[src/cfd_pkg.sv]
// Purpose: Shared constants for the CPU fault detection unit
// Assumes: 32-bit AXI4-Lite register port, one aligned word per register
// Notes:   Offsets are byte addresses within the unit's window
package cfd_pkg;

  // Register byte offsets
  localparam logic [7:0] TASK_STATE_OFS     = 8'h00;
  localparam logic [7:0] SAVED_TASK_OFS     = 8'h04;
  localparam logic [7:0] INT_ENABLE_OFS     = 8'h08;
  localparam logic [7:0] FAULT_FLAG_OFS     = 8'h0c;
  localparam logic [7:0] FAULT_CLEAR_OFS    = 8'h10;
  localparam logic [7:0] CAUSE_REPORT_OFS   = 8'h14;

  // Task state fields
  localparam int TASK_GIE_BIT    = 0;
  localparam int TASK_GLOBAL_BIT = 2;
  localparam int TASK_EXT_EN_BIT = 3;
  localparam int TASK_CXM_LO     = 6;
  localparam int TASK_CXM_HI     = 7;
  localparam int TASK_ACTIVE_BIT = 10;
  localparam int SAVED_HWE_BIT   = 16;

  // Software-writable task state bits (global enable handled apart: set only)
  localparam logic [31:0] TASK_WR_MASK   = 32'h0000_04c9;
  // Bits of the task state that exist in hardware
  localparam logic [31:0] TASK_HOLD_MASK = 32'h0000_04cd;
  localparam logic [31:0] TASK_RESET     = 32'h0000_0000;
  localparam logic [31:0] SAVED_RESET    = 32'h0000_0000;

  // Interrupt enable register field
  localparam int INT_EN_NM_BIT = 1;

  // Fault flag / fault clear fields
  localparam int FLAG_EXT_BIT = 0;
  localparam int FLAG_INT_BIT = 1;
  localparam int FLAG_NMI_BIT = 2;
  localparam int FLAG_W       = 3;
  localparam logic [FLAG_W-1:0] FLAG_RESET = 3'h0;

  // AXI responses
  localparam logic [1:0] RESP_OKAY   = 2'h0;
  localparam logic [1:0] RESP_SLVERR = 2'h2;

  // Input indices of the synchronised external lines
  localparam int PIN_NMI = 0;
  localparam int PIN_EXT = 1;
  localparam int PIN_N   = 2;

endpackage

[src/cfd_edge_sync.sv]
// Purpose: Two-flop synchroniser with rising-edge pulse for one pin
// Assumes: Pin is asynchronous to clk_in
// Notes:   Edge is taken between second and third flop only
`timescale 1ns/100ps
module cfd_edge_sync (
  input  wire logic clk_in,
  input  wire logic resetn_in,
  input  wire logic pin_in,
  output logic      rise_out
);

  logic meta_reg;
  logic sync_reg;
  logic prev_reg;

  always_ff @(posedge clk_in) begin
    if (!resetn_in) begin
      meta_reg <= 1'b0;
      sync_reg <= 1'b0;
      prev_reg <= 1'b0;
    end else begin
      meta_reg <= pin_in;
      sync_reg <= meta_reg;
      prev_reg <= sync_reg;
    end
  end

  // A held level gives one pulse only
  assign rise_out = sync_reg & ~prev_reg;

endmodule

[src/cfd_fault_unit.sv]
// Purpose: Fault detection and recognition unit of the CPU
// Assumes: Fault pins asynchronous; CPU-side strobes on CLK_IN
// Notes:   Registers reached over AXI4-Lite; see offsets in cfd_pkg
//
// The placing of the registers and register access over AXI4-Lite were chosen for this implementation.
`timescale 1ns/100ps
module cfd_fault_unit #(
  parameter int CAUSE_W = 8
) (
  input  wire logic               CLK_IN,
  input  wire logic               RESETN_IN,
  input  wire logic [7:0]         AWADDR_IN,
  input  wire logic               AWVALID_IN,
  output logic                    AWREADY_OUT,
  input  wire logic [31:0]        WDATA_IN,
  input  wire logic [3:0]         WSTRB_IN,
  input  wire logic               WVALID_IN,
  output logic                    WREADY_OUT,
  output logic [1:0]              BRESP_OUT,
  output logic                    BVALID_OUT,
  input  wire logic               BREADY_IN,
  input  wire logic [7:0]         ARADDR_IN,
  input  wire logic               ARVALID_IN,
  output logic                    ARREADY_OUT,
  output logic [31:0]             RDATA_OUT,
  output logic [1:0]              RRESP_OUT,
  output logic                    RVALID_OUT,
  input  wire logic               RREADY_IN,
  input  wire logic               NMI_PIN_IN,
  input  wire logic               EXTERNAL_FAULT_INPUT_IN,
  input  wire logic               INTERNAL_FAULT_IN,
  input  wire logic [CAUSE_W-1:0] INTERNAL_CAUSE_IN,
  input  wire logic               CONTEXT_SWITCH_IN,
  input  wire logic               CPU_STALL_IN,
  input  wire logic               BRANCH_DELAY_SLOT_IN,
  input  wire logic               RETURN_DONE_IN,
  output logic                    FAULT_IN_PROGRESS_OUT,
  output logic                    INTERRUPT_ACKNOWLEDGE_OUT,
  output logic                    NMI_LEGACY_REQ_OUT
);

  logic [31:0]         task_state_reg;
  logic [31:0]         saved_task_state_reg;
  logic                nonmaskable_enable_reg;
  logic [cfd_pkg::FLAG_W-1:0] fault_flag_reg;
  logic [CAUSE_W-1:0]  internal_cause_report_reg;
  logic                take_pend_reg;
  logic                ack_reg;
  logic                legacy_pend_reg;
  logic                legacy_req_reg;
  logic                active_out_reg;

  logic [7:0]          awaddr_reg;
  logic                aw_full_reg;
  logic                awready_reg;
  logic [31:0]         wdata_reg;
  logic [3:0]          wstrb_reg;
  logic                w_full_reg;
  logic                wready_reg;
  logic                bvalid_reg;
  logic [1:0]          bresp_reg;
  logic                arready_reg;
  logic                rvalid_reg;
  logic [31:0]         rdata_reg;
  logic [1:0]          rresp_reg;

  logic [cfd_pkg::PIN_N-1:0] pin_async;
  logic [cfd_pkg::PIN_N-1:0] pin_rise;
  logic [31:0]         wmask;
  logic [31:0]         wval;
  logic                do_write;
  logic                wr_task;
  logic                wr_ien;
  logic                wr_clear;
  logic                wr_hit;
  logic                glob_en;
  logic                nm_set;
  logic                ext_set;
  logic                int_set;
  logic [cfd_pkg::FLAG_W-1:0] flag_set;
  logic [cfd_pkg::FLAG_W-1:0] flag_clr;
  logic                take;
  logic                legacy_deliver;
  logic [31:0]         rd_val;
  logic                rd_hit;

  assign pin_async[cfd_pkg::PIN_NMI] = NMI_PIN_IN;
  assign pin_async[cfd_pkg::PIN_EXT] = EXTERNAL_FAULT_INPUT_IN;

  for (genvar i = 0; i < cfd_pkg::PIN_N; i++) begin : g_pin
    cfd_edge_sync u_sync (
      .clk_in    (CLK_IN),
      .resetn_in (RESETN_IN),
      .pin_in    (pin_async[i]),
      .rise_out  (pin_rise[i])
    );
  end

  assign glob_en = task_state_reg[cfd_pkg::TASK_GLOBAL_BIT];

  // Write decode; a write lands once address and data are both held
  assign do_write = aw_full_reg & w_full_reg & ~bvalid_reg;
  for (genvar b = 0; b < 4; b++) begin : g_lane
    assign wmask[8*b +: 8] = {8{wstrb_reg[b]}};
  end
  assign wval   = wdata_reg & wmask;
  assign wr_task  = do_write & (awaddr_reg == cfd_pkg::TASK_STATE_OFS);
  assign wr_ien   = do_write & (awaddr_reg == cfd_pkg::INT_ENABLE_OFS);
  assign wr_clear = do_write & (awaddr_reg == cfd_pkg::FAULT_CLEAR_OFS);
  // Read-only registers accept writes silently
  assign wr_hit = (awaddr_reg == cfd_pkg::TASK_STATE_OFS) | (awaddr_reg == cfd_pkg::SAVED_TASK_OFS) |
                  (awaddr_reg == cfd_pkg::INT_ENABLE_OFS) | (awaddr_reg == cfd_pkg::FAULT_FLAG_OFS) |
                  (awaddr_reg == cfd_pkg::FAULT_CLEAR_OFS) | (awaddr_reg == cfd_pkg::CAUSE_REPORT_OFS);

  // nonmaskable pin as exception once global enable set
  // external sources gated by nonmaskable enable
  assign nm_set = pin_rise[cfd_pkg::PIN_NMI] & glob_en & nonmaskable_enable_reg &
                  ~fault_flag_reg[cfd_pkg::FLAG_NMI_BIT];
  assign ext_set = pin_rise[cfd_pkg::PIN_EXT] & glob_en & nonmaskable_enable_reg &
                   task_state_reg[cfd_pkg::TASK_EXT_EN_BIT];
  // internal faults only need global enable
  // drop faults from instructions finishing in a switch
  assign int_set = INTERNAL_FAULT_IN & glob_en & ~CONTEXT_SWITCH_IN;

  always_comb begin
    flag_set = '0;
    flag_set[cfd_pkg::FLAG_NMI_BIT] = nm_set;
    flag_set[cfd_pkg::FLAG_EXT_BIT] = ext_set;
    flag_set[cfd_pkg::FLAG_INT_BIT] = int_set;
  end

  assign flag_clr = wr_clear ? wval[cfd_pkg::FLAG_W-1:0] : '0;

  // only a stall holds back a pending entry
  assign take = take_pend_reg & ~CPU_STALL_IN;

  // Legacy nonmaskable interrupt path, held off by delay slots
  assign legacy_deliver = legacy_pend_reg & ~BRANCH_DELAY_SLOT_IN & ~CPU_STALL_IN;

  always_ff @(posedge CLK_IN) begin
    if (!RESETN_IN) begin
      fault_flag_reg <= cfd_pkg::FLAG_RESET;
    end else begin
      fault_flag_reg <= flag_set | (fault_flag_reg & ~flag_clr);
    end
  end

  // cause kept beside the single internal flag
  always_ff @(posedge CLK_IN) begin
    if (!RESETN_IN) begin
      internal_cause_report_reg <= '0;
    end else if (int_set) begin
      internal_cause_report_reg <= INTERNAL_CAUSE_IN;
    end
  end

  // one entry requested on any cycle in which a flag set fires
  always_ff @(posedge CLK_IN) begin
    if (!RESETN_IN) begin
      take_pend_reg <= 1'b0;
      ack_reg       <= 1'b0;
    end else begin
      take_pend_reg <= (|flag_set) | (take_pend_reg & CPU_STALL_IN);
      ack_reg       <= take;
    end
  end

  // Legacy behaviour while the global enable is still clear
  always_ff @(posedge CLK_IN) begin
    if (!RESETN_IN) begin
      legacy_pend_reg <= 1'b0;
      legacy_req_reg  <= 1'b0;
    end else begin
      legacy_pend_reg <= (pin_rise[cfd_pkg::PIN_NMI] & ~glob_en & nonmaskable_enable_reg) |
                         (legacy_pend_reg & ~legacy_deliver);
      legacy_req_reg  <= legacy_deliver;
    end
  end

  // cleared by reset and by a taken event
  // set again by return or a written one
  always_ff @(posedge CLK_IN) begin
    if (!RESETN_IN) begin
      nonmaskable_enable_reg <= 1'b0;
    end else if (take | legacy_deliver) begin
      nonmaskable_enable_reg <= 1'b0;
    end else if (RETURN_DONE_IN | (wr_ien & wval[cfd_pkg::INT_EN_NM_BIT])) begin
      nonmaskable_enable_reg <= 1'b1;
    end
  end

  always_ff @(posedge CLK_IN) begin
    if (!RESETN_IN) begin
      saved_task_state_reg <= cfd_pkg::SAVED_RESET;
    end else if (take) begin
      saved_task_state_reg <= task_state_reg | (32'h1 << cfd_pkg::SAVED_HWE_BIT);
    end
  end

  // global enable is set-only until reset
  // supervisor mode and fault activity on entry
  always_ff @(posedge CLK_IN) begin
    if (!RESETN_IN) begin
      task_state_reg <= cfd_pkg::TASK_RESET;
    end else if (take) begin
      task_state_reg[cfd_pkg::TASK_ACTIVE_BIT]                  <= 1'b1;
      task_state_reg[cfd_pkg::TASK_GIE_BIT]                     <= 1'b0;
      task_state_reg[cfd_pkg::TASK_CXM_HI:cfd_pkg::TASK_CXM_LO] <= 2'h0;
    end else if (RETURN_DONE_IN) begin
      task_state_reg <= (saved_task_state_reg & cfd_pkg::TASK_HOLD_MASK) |
                        (task_state_reg & (32'h1 << cfd_pkg::TASK_GLOBAL_BIT));
    end else if (wr_task) begin
      task_state_reg <= (wval & cfd_pkg::TASK_WR_MASK) |
                        (task_state_reg & (32'h1 << cfd_pkg::TASK_GLOBAL_BIT)) |
                        (wval & (32'h1 << cfd_pkg::TASK_GLOBAL_BIT));
    end
  end

  // fault activity mirrored at the boundary
  always_ff @(posedge CLK_IN) begin
    if (!RESETN_IN) begin
      active_out_reg <= 1'b0;
    end else begin
      active_out_reg <= task_state_reg[cfd_pkg::TASK_ACTIVE_BIT];
    end
  end

  // AXI write channels; address and data taken in either order
  always_ff @(posedge CLK_IN) begin
    if (!RESETN_IN) begin
      awaddr_reg  <= 8'h00;
      aw_full_reg <= 1'b0;
      awready_reg <= 1'b0;
      wdata_reg   <= 32'h0000_0000;
      wstrb_reg   <= 4'h0;
      w_full_reg  <= 1'b0;
      wready_reg  <= 1'b0;
      bvalid_reg  <= 1'b0;
      bresp_reg   <= cfd_pkg::RESP_OKAY;
    end else begin
      if (AWVALID_IN & awready_reg) begin
        awaddr_reg  <= AWADDR_IN;
        aw_full_reg <= 1'b1;
        awready_reg <= 1'b0;
      end else if (!aw_full_reg && !bvalid_reg) begin
        awready_reg <= 1'b1;
      end
      if (WVALID_IN & wready_reg) begin
        wdata_reg  <= WDATA_IN;
        wstrb_reg  <= WSTRB_IN;
        w_full_reg <= 1'b1;
        wready_reg <= 1'b0;
      end else if (!w_full_reg && !bvalid_reg) begin
        wready_reg <= 1'b1;
      end
      if (do_write) begin
        aw_full_reg <= 1'b0;
        w_full_reg  <= 1'b0;
        bvalid_reg  <= 1'b1;
        bresp_reg   <= wr_hit ? cfd_pkg::RESP_OKAY : cfd_pkg::RESP_SLVERR;
      end else if (bvalid_reg & BREADY_IN) begin
        bvalid_reg <= 1'b0;
      end
    end
  end

  // Read mux; the clear register reads as zero
  always_comb begin
    rd_val = 32'h0000_0000;
    rd_hit = 1'b1;
    unique case (ARADDR_IN)
      cfd_pkg::TASK_STATE_OFS:   rd_val = task_state_reg;
      cfd_pkg::SAVED_TASK_OFS:   rd_val = saved_task_state_reg;
      cfd_pkg::INT_ENABLE_OFS:   rd_val[cfd_pkg::INT_EN_NM_BIT] = nonmaskable_enable_reg;
      cfd_pkg::FAULT_FLAG_OFS:   rd_val[cfd_pkg::FLAG_W-1:0] = fault_flag_reg;
      cfd_pkg::FAULT_CLEAR_OFS:  rd_val = 32'h0000_0000;
      cfd_pkg::CAUSE_REPORT_OFS: rd_val[CAUSE_W-1:0] = internal_cause_report_reg;
      default:                   rd_hit = 1'b0;
    endcase
  end

  always_ff @(posedge CLK_IN) begin
    if (!RESETN_IN) begin
      arready_reg <= 1'b0;
      rvalid_reg  <= 1'b0;
      rdata_reg   <= 32'h0000_0000;
      rresp_reg   <= cfd_pkg::RESP_OKAY;
    end else if (ARVALID_IN & arready_reg) begin
      arready_reg <= 1'b0;
      rvalid_reg  <= 1'b1;
      rdata_reg   <= rd_val;
      rresp_reg   <= rd_hit ? cfd_pkg::RESP_OKAY : cfd_pkg::RESP_SLVERR;
    end else if (rvalid_reg & RREADY_IN) begin
      rvalid_reg <= 1'b0;
    end else if (!rvalid_reg) begin
      arready_reg <= 1'b1;
    end
  end

  assign AWREADY_OUT               = awready_reg;
  assign WREADY_OUT                = wready_reg;
  assign BVALID_OUT                = bvalid_reg;
  assign BRESP_OUT                 = bresp_reg;
  assign ARREADY_OUT               = arready_reg;
  assign RVALID_OUT                = rvalid_reg;
  assign RDATA_OUT                 = rdata_reg;
  assign RRESP_OUT                 = rresp_reg;
  assign FAULT_IN_PROGRESS_OUT     = active_out_reg;
  assign INTERRUPT_ACKNOWLEDGE_OUT = ack_reg;
  assign NMI_LEGACY_REQ_OUT        = legacy_req_reg;

endmodule

[config.mk]
export PLATFORM = sky130hd
export DESIGN_NAME = cfd_fault_unit
export DESIGN_NICKNAME = d
export VERILOG_FILES = /design/src/cfd_pkg.sv /design/src/cfd_edge_sync.sv /design/src/cfd_fault_unit.sv
export SDC_FILE = /design/constraint.sdc
export NUM_CORES = 1
export LEC_CHECK = 0
export BUFFER_PORTS_ARGS = -buffer_cell sky130_fd_sc_hd__clkbuf_2
export CORE_MARGIN = 4
export CORE_UTILIZATION = 52
export DETAILED_ROUTE_END_ITERATION = 8
export GPL_TIMING_DRIVEN = 1
export PLACE_DENSITY = 0.85
export SYNTH_ARGS = -nofsm -noshare
export SYNTH_HDL_FRONTEND = slang
export SYNTH_SLANG_ARGS = --single-unit
[constraint.sdc]
create_clock -name CLK_IN -period 2.2 [get_ports CLK_IN]
set_input_delay 0.11 -clock CLK_IN [delete_from_list [all_inputs] [get_ports CLK_IN]]
set_output_delay 0.11 -clock CLK_IN [all_outputs]
set_load 0.02 [all_outputs]
* Word-level counts from Yosys, hierarchy flattened *
Cells that the tools add are included.

storage, ports and cells
  bits in registers = 151
  latch bits = 0
  bits in writable memories = 0
  bits in read-only memories = 0
  input bits = 74
  output and inout port bits = 44
  memories kept = 0

operators by class
  add/subtract/negate cells = 0
  multiply operators = 0
  div/mod/pow operators = 0
  order comparisons = 0
  equality and inequality tests = 10
  shifts and indexed selects = 0
  mux-type cells = 16
  bitwise logic cells = 57
  reductions and logical operators = 21

operators with widths
  cell                  number
  $mux W32              2
  $pmux W24 S2          1
  $or A11 B3 Y11        3
  $eq A8 B4 Y1 const B  4
  $eq A8 B5 Y1 const B  4
  $and A1 B1 Y1         28
  $eq A8 B3 Y1 const B  2
  $logic_not A8 Y1      2
  $pmux W5 S3           1
  $not A1 Y1            13
  $reduce_or A2 Y1      6
  $and A11 B11 Y11      1
  $or A1 B1 Y1          9
  $pmux W1 S4           2
  $mux W1               6
  $reduce_bool A2 Y1    3
  $reduce_or A6 Y1      1
  $pmux W1 S5           1
  $mux W2               2
  $reduce_and A2 Y1     2
  $and A3 B3 Y3         1
  $logic_not A1 Y1      3
  $mux W3               1
  $not A3 Y3            1
  4 further kinds       5

* Longest topological paths before layout *
Gate-level depths: netlist of run 1.

  depth after elaboration = 7
  depth in mapped cells = 5
  depth with buffers taken out = 4

* Cells and area by module *
From an unflattened synthesis of run 1, not the netlist that was laid out.

unflattened totals
  cell total of the unflattened synthesis = 385
  area, all modules = 3186.8 µm²

by module, submodules not included
  module          times used  cells each  area each (µm²)  seq. area each (µm²)
  cfd_fault_unit  1           371         3001.6           1321.3
  cfd_edge_sync   2           7           92.6             60.1

* Worst setup path before layout of run 1 *
Ideal clock, no wire load.

  path kind = register to register
  from = reg bvalid_reg, in the netlist BVALID_OUT
  to = reg fault_flag_reg[1] (netlist bit)
  arrival = 1.372 ns
  required time = 2.141 ns
  path slack = 0.769 ns
  stages on the path, launching flop included = 6
  clock period less this slack = 1.431 ns
  cell sequence = dfxtp_1 > and3b_1 > and4_1 > buf_2 > a41oi_1 > o21a_1

between the ends
  longest elaborated chain between the ends = 7

ends and longest elaborated chain
  element                 line                   RTL
  start, declared         cfd_fault_unit.sv:60   logic bvalid_reg;
  start signal, assigned  cfd_fault_unit.sv:238  bvalid_reg <= 1'b0;
  start signal, assigned  cfd_fault_unit.sv:259  bvalid_reg <= 1'b1;
  start signal, assigned  cfd_fault_unit.sv:262  bvalid_reg <= 1'b0;
  $not A1 Y1              cfd_fault_unit.sv:102  assign do_write = aw_full_reg & w_full_reg & ~bvalid_reg;
  $and A1 B1 Y1           cfd_fault_unit.sv:102
  $and A1 B1 Y1           cfd_fault_unit.sv:109  assign wr_clear = do_write & (awaddr_reg == cfd_pkg::FAULT_CLEAR_OFS);
  $mux W3                 cfd_fault_unit.sv:132  assign flag_clr = wr_clear ? wval[cfd_pkg::FLAG_W-1:0] : '0;
  $not A3 Y3              cfd_fault_unit.sv:144  fault_flag_reg <= flag_set | (fault_flag_reg & ~flag_clr);
  $and A3 B3 Y3           cfd_fault_unit.sv:144
  $or A3 B3 Y3            cfd_fault_unit.sv:144
  end signal, assigned    cfd_fault_unit.sv:142  fault_flag_reg <= cfd_pkg::FLAG_RESET;
  end signal, assigned    cfd_fault_unit.sv:144
  end, declared           cfd_fault_unit.sv:45   logic [cfd_pkg::FLAG_W-1:0] fault_flag_reg;

No other way between the ends.
A chain may end at the register's enable or synchronous reset.

* Worst setup path after layout of run 1 *
  from = reg awaddr_reg[5]
  to = reg task_state_reg[3]

between the ends
  longest elaborated chain between the ends = 4

ends and longest elaborated chain
  element                              line                   RTL
  start, declared                      cfd_fault_unit.sv:53   logic [7:0] awaddr_reg;
  start signal, assigned               cfd_fault_unit.sv:231  awaddr_reg <= 8'h00;
  start signal, assigned               cfd_fault_unit.sv:242  awaddr_reg <= AWADDR_IN;
  $logic_not A8 Y1                     cfd_fault_unit.sv:107  assign wr_task = do_write & (awaddr_reg == cfd_pkg::TASK_STATE_OFS);
  $and A1 B1 Y1                        cfd_fault_unit.sv:107
  $reduce_bool A2 Y1 (no source line)  -
  $reduce_and A2 Y1 (no source line)   -
  end signal, assigned                 cfd_fault_unit.sv:204  task_state_reg <= cfd_pkg::TASK_RESET;
  end signal, assigned                 cfd_fault_unit.sv:210  task_state_reg <= (saved_task_state_reg & cfd_pkg::TASK_HOLD_MASK) |
  end signal, assigned                 cfd_fault_unit.sv:213  task_state_reg <= (wval & cfd_pkg::TASK_WR_MASK) |
  end, declared                        cfd_fault_unit.sv:42   logic [31:0] task_state_reg;

No other way between the ends.

==> results of run 1 <==
-- layer usage --
metal | vias up | track usage (%) | share of wire, %
met5 | - | 0 | 0
met4 | 0 | 11.2 | 2.5
met3 | 18 | 3.20 | 6.1
met2 | 116 | 34.3 | 50
met1 | 1283 | 24.0 | 42
li1 | 1391 | - | -
-- cells in the final DEF (no fill, tap or decap), types with 3 or more instances in the layout --
master,netlist,routed
clkbuf_2,0,66
inv_1,11,11
dlygate4sd3_1,0,17
o21ai_0,12,12
a21oi_1,52,52
nand3_1,20,20
a22oi_1,3,3
a41oi_1,3,3
nor3_1,5,5
a2111oi_0,3,3
mux2_2,4,4
mux2i_1,3,3
nand2b_1,4,4
and2_1,9,9
clkbuf_8,0,12
nand4_1,6,6
o21a_1,4,4
dfxtp_1,72,72
buf_4,24,5
nand2_1,66,66
nor2_1,15,15
conb_1,1,24
-- worst min-delay path: cells and delay by family --
family / cells / cell delay [ns]
and+or+nand+nor: 1 / 0.05
AOI/OAI and AO/OA: 1 / 0.05
buffers and inverters: 1 / 0.09
-- report_power, final --
part	switching, uW	total, uW	internal (uW)
logic	170	276	106
clock network	440	931	491
registers	38.8	1380	1340
-- kinds of logic (layout without fill, tap and decap cells) --
| family | Yosys count | in the layout | share of synthesized area (%) |
|---|---|---|---|
| and+or+nand+nor | 145 | 145 | 23.5 |
| DFF | 72 | 72 | 46.8 |
| other | 1 | 24 | 0.122 |
| muxes | 7 | 7 | 2.44 |
| AOI/OAI and AO/OA | 89 | 89 | 16.9 |
| adders and majority gates | 1 | 1 | 0.325 |
| buffers and inverters | 56 | 114 | 9.87 |
-- per-stage QoR --
stage	worst slack [ns]	total power (uW)	hold slack (ns)	util (%)	area, sq um
2_1_floorplan	0.769	1600	0.186	-	3170
3_3_place_gp	0.704	1650	0.305	60.0	3360
3_5_place_dp	0.646	1660	0.311	60.0	3360
4_1_cts	0.630	2600	0.00170	66.1	3710
5_1_grt	0.433	2690	0.00935	66.1	3710
6_report	0.606	2590	0.00475	66.1	3710
-- timing repair --
item,in CTS,in global routing
setup buffers,0,0
hold buffers,17,0
endpoints found under the hold margin,17,0
-- layout make-up --
cell class,instances,area [sq um],share of cell area (%)
Sequential cell,72,1440,38.9
Multi-Input combinational cell,266,1420,38.3
Timing Repair Buffer,88,538,14.5
Clock buffer,14,173,4.66
Tap cell,72,90.1,2.43
Inverter,12,45.0,1.21
-- how the worst max path moves through the flow --
stage                              from           endpoint  slack [ns]
after global placement    awaddr_reg[5]  task_state_reg[3]        0.70
after global routing      awaddr_reg[5]  task_state_reg[3]        0.43
final                     awaddr_reg[5]  task_state_reg[3]        0.61
after detailed placement  awaddr_reg[5]  task_state_reg[3]        0.65
after floorplan              BVALID_OUT  fault_flag_reg[1]        0.77
after CTS                 awaddr_reg[5]  task_state_reg[3]        0.63
==> metrics.txt, run 1 <==
status finished, final reports clean; Vias/cell 5.36; max reg flops 10; vias in the first global route about 2600; Slew Limit Fails 0; hold depth 3; maximum fanout along the worst path 5; row count 27; relative slew slack between 60% and 70%; R2R setup slack 0.61 ns; grt ovf 0; largest net degree at the start of global routing 23; DRC 0; initial DRC count 160; post_cts resized 0; WL final 7.24 mm; Final min period 1.59 ns; Final Cycle Share 72.5%; first-pass GRT wire length 11.8 mm; synth cell count leaders dfxtp_1, nand2_1, a21oi_1; die area 0.00722 sq mm; post-route ant nets 0; PwrDens 698 mW/mm^2; HP Start WDATA_IN[2]; average cell area after synthesis around 8.3 sq um; NumNets Final 523; wire per inst ~14 um; Syn Inst Count 371; Max Cap Viol 0; Critical Path AT 1.81 ns; via count 2808; Max clock buf depth 2; CTS tree built; RD Place Congestion about 0.82; unrepaired setup endpoints after global routing false; antenna violations before repair 0; final hold vios 0; Fin Clk Skew between 0.007 and 0.008 ns; reg2reg start awaddr_reg[5]; I/O pins between 100 and 150; Total GRT Usage 20.1%; leakage power 0.00151 uW; CP cell instances nor4_2, nand4_1, a2111oi_0, nor4_1; yosys warns 0; die height roughly 85 um; total CTS buffers 9; Max VDD drop roughly 0.0004 V; DP Wirelength 5.08 mm; share of layout cells above drive strength 1 20.8%; Setup Crit Path Kind flip-flop to flip-flop; top area cells in the synthesized netlist dfxtp_1, a21oi_1, nand2_1, buf_4, nand3_1; CP bufs+invs 0; CP required 2.41 ns; ys flop type dfxtp_1; Yosys cell types 46; clock root cell clkbuf_8; final setup violating endpoints 0; Sum Neg Setup Slack 0 ns; Reg clk slew, reported paths 0.07 ns; asr flop ratio synth 0%; most common cell in the synthesized netlist dfxtp_1; Die Wd 85.0 um; Initial Util 54.9%; Crit path max-delay family simple AND/OR/NAND/NOR gates; dpl cells 493; Core Footprint 0.00561 sq mm; EDFF count, synth 0; Area growth, synth to finish 20.4%; top-area cell type share of the netlist area 46.8%; Yosys top cell by area dfxtp_1; Hold WC Path Type primary input to flip-flop; actual slew at the worst max-slew pin a little over 0.5 ns; CP startpoint kind flip-flop; n_diodes 0; IO buf count 66; clk_lat worst skew 0.34 ns; FF-to-FF path depth 4; mapped cell area between 0.003 and 0.004 sq mm; # fillers a little under 500; 1st-pass router iterations 5; final std cells w/o fill 524; CP endpoint kind flip-flop; Worst path depth 4; critical path's largest stage delay 0.39 ns; Critical R2R Capture task_state_reg[3]; H-tree depth 3; Crit-path slowest cell nor4_2; CTS sink count 72; fmax 627 MHz; Worst Hold End wdata_reg[2]; Seq/Total Area, Yosys 46.8%; flops & latches, synth 72
(Power assumes the default switching activity.)
==> run 2, diff against run 1 <==
--- a/config.mk
+++ b/config.mk
@@ -7,10 +7,10 @@
 export LEC_CHECK = 0
 export BUFFER_PORTS_ARGS = -buffer_cell sky130_fd_sc_hd__clkbuf_2
 export CORE_MARGIN = 4
-export CORE_UTILIZATION = 52
+export CORE_UTILIZATION = 49
 export DETAILED_ROUTE_END_ITERATION = 8
 export GPL_TIMING_DRIVEN = 1
-export PLACE_DENSITY = 0.85
+export PLACE_DENSITY = 0.81
 export SYNTH_ARGS = -nofsm -noshare
 export SYNTH_HDL_FRONTEND = slang
 export SYNTH_SLANG_ARGS = --single-unit
==> constraint.sdc (replaced) <==
create_clock -name CLK_IN -period 1.6 [get_ports CLK_IN]
set_input_delay 0.08 -clock CLK_IN [delete_from_list [all_inputs] [get_ports CLK_IN]]
set_output_delay 0.08 -clock CLK_IN [all_outputs]
set_load 0.02 [all_outputs]
==> run 2 against run 1 <==
  * Via count is 0.28% higher
  * Fmax increased by 10%
  * Final cell count grew 4.6%
  * Core utilization down 0.89 points
  * Combinational power grew 50%
  * Flip-flop and latch count unchanged
  * Sequential share of layout area decreased by 2.2 points
  * Hold slack better by 0.044 ns
  * First-iteration DRC count decreased by 13%
  * Largest cell class unchanged
==> metrics.txt, run 2 (synthesized netlist as in run 1, its figures left out) <==
CP bufs+invs 0 (unchanged); CP required 1.83 ns (was 2.41 ns); clock root cell clkbuf_8 (unchanged); Hold WC Path Type primary input to flip-flop (unchanged); Vias/cell 5.14 (was 5.36); Final min period 1.45 ns (was 1.59 ns); Max clock buf depth 2 (unchanged); via count 2816 (was 2808); IO buf count 66 (unchanged); switching pwr 952 uW (was 648 uW); NumNets Final 542 (was 523); P_int 2780 uW (was 1940 uW); DRC 0 (unchanged); I/O pins 118 (unchanged); WL final 7.38 mm (was 7.24 mm); n_diodes 0 (unchanged); Area growth, synth to finish 27.6% (was 20.4%); CTS tree built (unchanged); Max Cap Viol 0 (unchanged); # fillers 489 (was 487); post-route ant nets 0 (unchanged); CP endpoint kind flip-flop (unchanged); CTS sink count 72 (unchanged); critical path's largest stage delay 0.53 ns (was 0.39 ns); Setup Crit Path Kind flip-flop to flip-flop (unchanged); Die Wd 87.3 um (was 85.0 um); wire per inst 13.5 um (was 13.8 um); clock share of power 37.9% (was 36.0%); Sum Neg Setup Slack 0 ns (unchanged); Sequential Power Share 51.0% (was 53.4%); Slew Limit Fails 0 (unchanged); H-tree depth 3 (unchanged); largest net degree at the start of global routing 31 (was 23); final worst slack 0.151 ns (was 0.606 ns); leakage power 0.00162 uW (was 0.00151 uW); die area 0.00762 sq mm (was 0.00722 sq mm); Crit-path slowest cell or4_1 (was nor4_2); unrepaired setup endpoints after global routing false (unchanged); post-CTS setup buffers 0 (unchanged); final setup violating endpoints 0 (unchanged); first-pass GRT wire length 12.1 mm (was 11.8 mm); Comb power frac 11.1% (was 10.6%); CP cell instances or4_1, a2111oi_0, nor2_1 (was nor4_2, nand4_1, a2111oi_0, nor4_1); dpl ws 0.0611 ns (was 0.646 ns); CP startpoint kind flip-flop (unchanged); die height 87.3 um (was 85.0 um); 1st-pass router iterations 4 (was 5); dpl cells 501 (was 493); total CTS buffers 9 (unchanged); Max VDD drop 0.000558 V (was 0.000399 V); share of layout cells above drive strength 1 22.2% (was 20.8%); status finished, final reports clean (unchanged); grt ovf 0 (unchanged); Total GRT Usage 20.0% (was 20.1%); max reg flops 10 (unchanged); DP Wirelength 5.08 mm (about the same); antenna violations before repair 0 (unchanged); fmax 690 MHz (was 627 MHz); switching share of power 25.5% (was 25.0%); Reg clk slew, reported paths 0.07 ns (about the same); maximum fanout along the worst path 3 (was 5); Core Footprint 0.00603 sq mm (was 0.00561 sq mm); Critical Path AT 1.68 ns (was 1.81 ns); RD Place Congestion 0.821 (about the same); vias in the first global route 2745 (was 2645); commonest non-fill, non-tap cell in the layout dfxtp_1 (unchanged); register area 0.00144 sq mm (unchanged); Final Cycle Share 90.6% (was 72.5%); initial DRC count 139 (was 160); row count 28 (was 27); area of the multi-input gates 0.00144 sq mm (was 0.00142 sq mm); PwrDens 949 mW/mm^2 (was 698 mW/mm^2); Initial Util 51.1% (was 54.9%); most frequent cells in the layout dfxtp_1, nand2_1, clkbuf_2 (unchanged); Crit path max-delay family simple AND/OR/NAND/NOR gates (unchanged); clk_lat worst skew 0.34 ns (about the same); final hold vios 0 (unchanged); final std cells w/o fill 548 (was 524); Fin Clk Skew 0.00916 ns (was 0.00713 ns)
[run 2: cell types whose count changed in the layout (fill, tap and decap cells not counted)]
| cell | before | now |
|---|---|---|
| a2111oi_0 | 3 | 2 |
| nor4_2 | 1 | 0 |
| dlygate4sd3_1 | 17 | 31 |
| and4_4 | 0 | 1 |
| clkbuf_1 | 2 | 0 |
| clkinv_4 | 0 | 1 |
| bufinv_16 | 0 | 1 |
| clkinv_2 | 0 | 4 |
| a2111oi_2 | 0 | 1 |
| clkbuf_8 | 12 | 10 |
| buf_4 | 5 | 10 |
| nor4_4 | 1 | 2 |
| and4_1 | 2 | 1 |
[run 2: worst min-delay path: cells and delay by family]
family / cells / cell delay, ns
buf+inv: 2 / 0.15
simple gates: 1 / 0.08
compound gates: 1 / 0.06
[run 2: power groups by stage]
stage / combinational, uW / sequential, uW / clock [uW]
4_1_cts: 407 / 1900 / 1450
2_1_floorplan: 266 / 1940 / 0
5_1_grt: 456 / 1910 / 1510
6_report: 414 / 1900 / 1410
3_5_place_dp: 349 / 1940 / 0
3_3_place_gp: 341 / 1930 / 0
[run 2: repair_timing]
item | in CTS | in global routing
hold buffers | 31 | 0
hold endpoints to repair | 30 | 0
endpoints found under the setup margin | 0 | 4
resized for setup | 0 | 5
[run 2: worst paths after layout]
| kind | start | to | slack, ns | cells past startpoint |
|---|---|---|---|---|
| max | awaddr_reg[5] | BRESP_OUT[1] | 0.15 | 3 |
| min | WVALID_IN | WREADY_OUT | 0.05 | 4 |
| max reg2reg | awaddr_reg[5] | BRESP_OUT[1] | 0.15 | 3 |
| min reg2reg | g_pin[0].u_sync.meta_reg | g_pin[0].u_sync.sync_reg | 0.43 | 1 |
[run 2: per-layer routing]
layer	up-vias	GRT usage (%)	routed length, um
met5	-	0	0
met2	90	33.6	3680
met4	0	8.93	119
met1	1289	24.6	3110
met3	11	4.35	467
li1	1426	-	-
[run 2: through the flow]
stage,hold slack (ns),util [%],cell area (sq um),power [uW]
after floorplan,0.156,-,3170,2200
after global placement,0.279,56.5,3410,2280
after detailed placement,0.282,56.5,3410,2290
after CTS,0.0289,64.9,3910,3750
after global routing,0.0371,65.2,3930,3870
final,0.0487,65.2,3930,3730
[run 2: layout make-up]
cell class	count	area share, %
Tap cell	75	2.39
Sequential cell	72	36.7
Clock buffer	10	3.50
Timing Repair Buffer	107	18.2
Inverter	12	1.15
Multi-Input combinational cell	266	36.6
Clock inverter	6	1.50
==> run 3, diff against run 2 <==
--- a/config.mk
+++ b/config.mk
@@ -7,10 +7,10 @@
 export LEC_CHECK = 0
 export BUFFER_PORTS_ARGS = -buffer_cell sky130_fd_sc_hd__clkbuf_2
 export CORE_MARGIN = 4
-export CORE_UTILIZATION = 49
+export CORE_UTILIZATION = 44
 export DETAILED_ROUTE_END_ITERATION = 8
 export GPL_TIMING_DRIVEN = 1
-export PLACE_DENSITY = 0.81
+export PLACE_DENSITY = 0.77
 export SYNTH_ARGS = -nofsm -noshare
 export SYNTH_HDL_FRONTEND = slang
 export SYNTH_SLANG_ARGS = --single-unit
==> constraint.sdc (replaced) <==
create_clock -name CLK_IN -period 1.15 [get_ports CLK_IN]
set_input_delay 0.0575 -clock CLK_IN [delete_from_list [all_inputs] [get_ports CLK_IN]]
set_output_delay 0.0575 -clock CLK_IN [all_outputs]
set_load 0.02 [all_outputs]
==> run 3 against run 2 <==
  * The run now ends with setup timing left
  * Total power grew 35%
  * Clock power rose by 21%
  * Routed wire length up 5.8%
  * Largest power group unchanged
==> metrics.txt, run 3 (synthesized netlist as in run 1, its figures left out) <==
Setup Crit Path Kind flip-flop to flip-flop (unchanged); critical path's largest stage delay 0.36 ns (was 0.53 ns); status complete, but fails checks (was finished, final reports clean); first-pass GRT wire length 12.8 mm (was 12.1 mm); final worst slack -0.233 ns (was 0.151 ns); Critical R2R Capture task_state_reg[0] (was BRESP_OUT[1]); H-tree depth 3 (unchanged); unrepaired setup endpoints after global routing true (was false); antenna violations before repair 0 (unchanged); largest net degree at the start of global routing 26 (was 31); placed inst area 0.00362 sq mm (was 0.00341 sq mm); Comb power frac 13.5% (was 11.1%); clock share of power 34.1% (was 37.9%); I/O pins 118 (unchanged); grt ovf 0 (unchanged); clk_lat worst skew 0.34 ns (about the same); Max clock buf depth 2 (unchanged); IO buf count 66 (unchanged); reg2reg start awaddr_reg[5] (unchanged); fmax 723 MHz (was 690 MHz); vias in the first global route 2856 (was 2745); CP endpoint kind flip-flop (unchanged); Final Core Density 62.4% (was 65.2%); Worst path depth 5 (was 3); DRC 0 (unchanged); Reg clk slew, reported paths 0.07 ns (about the same); maximum fanout along the worst path 4 (was 3); clock root cell clkbuf_8 (unchanged); Worst Setup EP task_state_reg[0] (was BRESP_OUT[1]); PwrDens 1180 mW/mm^2 (was 949 mW/mm^2); Core Footprint 0.00679 sq mm (was 0.00603 sq mm); RD Place Congestion 0.794 (was 0.821); n_diodes 0 (unchanged); HP Start WVALID_IN (unchanged); CTS sink count 72 (unchanged); Crit-path slowest cell dfxtp_4 (was or4_1); Fin Clk Skew 0.00828 ns (was 0.00916 ns); share of layout cells above drive strength 1 31.7% (was 22.2%); max reg flops 10 (unchanged); WL final 7.81 mm (was 7.38 mm); initial DRC count 166 (was 139); DP Wirelength 5.60 mm (was 5.08 mm); Sequential Power Share 52.4% (was 51.0%); die height 91.7 um (was 87.3 um); CP cell instances nor4_4, nand4_1, buf_6, a21oi_4, a21oi_2 (was or4_1, a2111oi_0, nor2_1); Slew Limit Fails 0 (unchanged); Die Wd 91.7 um (was 87.3 um); commonest non-fill, non-tap cell in the layout clkbuf_2 (was dfxtp_1); switching share of power 25.5% (about the same); 1st-pass router iterations 4 (unchanged); row count 30 (was 28); most frequent cells in the layout clkbuf_2, nand2_1, dfxtp_1 (was dfxtp_1, nand2_1, clkbuf_2); CP bufs+invs 1 (was 0); switching pwr 1280 uW (was 952 uW); final hold vios 0 (unchanged); CP startpoint kind flip-flop (unchanged); total CTS buffers 9 (unchanged); Final min period 1.38 ns (was 1.45 ns); NumNets Final 566 (was 542); Hold WC Path Type primary input to flip-flop (unchanged); final setup violating endpoints 11 (was 0); dpl ws -0.295 ns (was 0.0611 ns); FF-to-FF path depth 5 (was 3); CP startpoint awaddr_reg[5] (unchanged); Initial Util 45.3% (was 51.1%); Critical Path AT 1.60 ns (was 1.68 ns); R2R setup slack -0.23 ns (was 0.15 ns); P_int 3740 uW (was 2780 uW); Max Cap Viol 0 (unchanged); Vias/cell 4.96 (was 5.14); die area 0.00840 sq mm (was 0.00762 sq mm); CP required 1.37 ns (was 1.83 ns); via count 2930 (was 2816); CTS tree built (unchanged); failing checks setup timing; Area growth, synth to finish 37.8% (was 27.6%); wire per inst 13.2 um (was 13.5 um); Final Cycle Share 120% (was 90.6%); Max VDD drop 0.000769 V (was 0.000558 V); leakage power 0.00174 uW (was 0.00162 uW); Non-Filler Cell Area, Final 0.00424 sq mm (was 0.00393 sq mm); post-route ant nets 0 (unchanged); Crit path max-delay family simple AND/OR/NAND/NOR gates (unchanged); Total GRT Usage 18.7% (was 20.0%)
==> run 3: what timing repair did <==
item                                    CTS  global route
gates cloned                              0             0
endpoints found under the setup margin   21            28
hold endpoints to repair                 30             1
gates resized for setup                  18            21
hold buffers                             31             1
pin swaps                                13            12
setup buffers                             1             0
==> run 3: worst min path at each step <==
stage,cells after the start,endpoint
after floorplan,1,NMI_LEGACY_REQ_OUT
after global placement,2,NMI_LEGACY_REQ_OUT
after detailed placement,2,NMI_LEGACY_REQ_OUT
after CTS,4,WREADY_OUT
after global routing,4,WREADY_OUT
final,4,WREADY_OUT
==> run 3: through the flow <==
step | setup TNS (ns) | std cells | hold WS, ns | power [uW]
after floorplan | -0.902 | 394 | 0.133 | 3070
after global placement | -2.96 | 545 | 0.252 | 3220
after detailed placement | -4.23 | 545 | 0.257 | 3240
after CTS | -2.12 | 591 | 0.00818 | 5040
after global routing | -2.74 | 591 | 0.0426 | 5250
final | -2.21 | 591 | 0.0343 | 5020
==> run 3: area by class of cell <==
cell class	instances	area [sq um]
Fill cell	578	2550
Multi-Input combinational cell	266	1550
Sequential cell	72	1460
Timing Repair Buffer	131	903
Clock buffer	13	159
Tap cell	96	120
Inverter	12	45.0
Clock inverter	1	5.00
==> run 3: power groups by stage <==
| stage | registers (uW) | logic, uW | clock network [uW] |
|---|---|---|---|
| floorplan | 2690 | 373 | 0 |
| global placement | 2670 | 549 | 0 |
| detailed placement | 2680 | 560 | 0 |
| CTS | 2630 | 657 | 1750 |
| global route | 2640 | 737 | 1880 |
| finish | 2630 | 677 | 1710 |
==> run 3: worst reg2reg max path: cells and delay by family (launching register included) <==
family / cells / cell delay [ns]
AO/OA/AOI/OAI: 2 / 0.20
buffers and inverters: 1 / 0.19
flip-flops: 1 / 0.36
AND/OR/NAND/NOR: 2 / 0.52
==> run 3: per-layer routing <==
metal / global-route usage, % / wire [um]
met1: 20.9 / 3210
met2: 34.1 / 4010
met3: 5.66 / 510
met4: 5.28 / 82
met5: 0 / 0
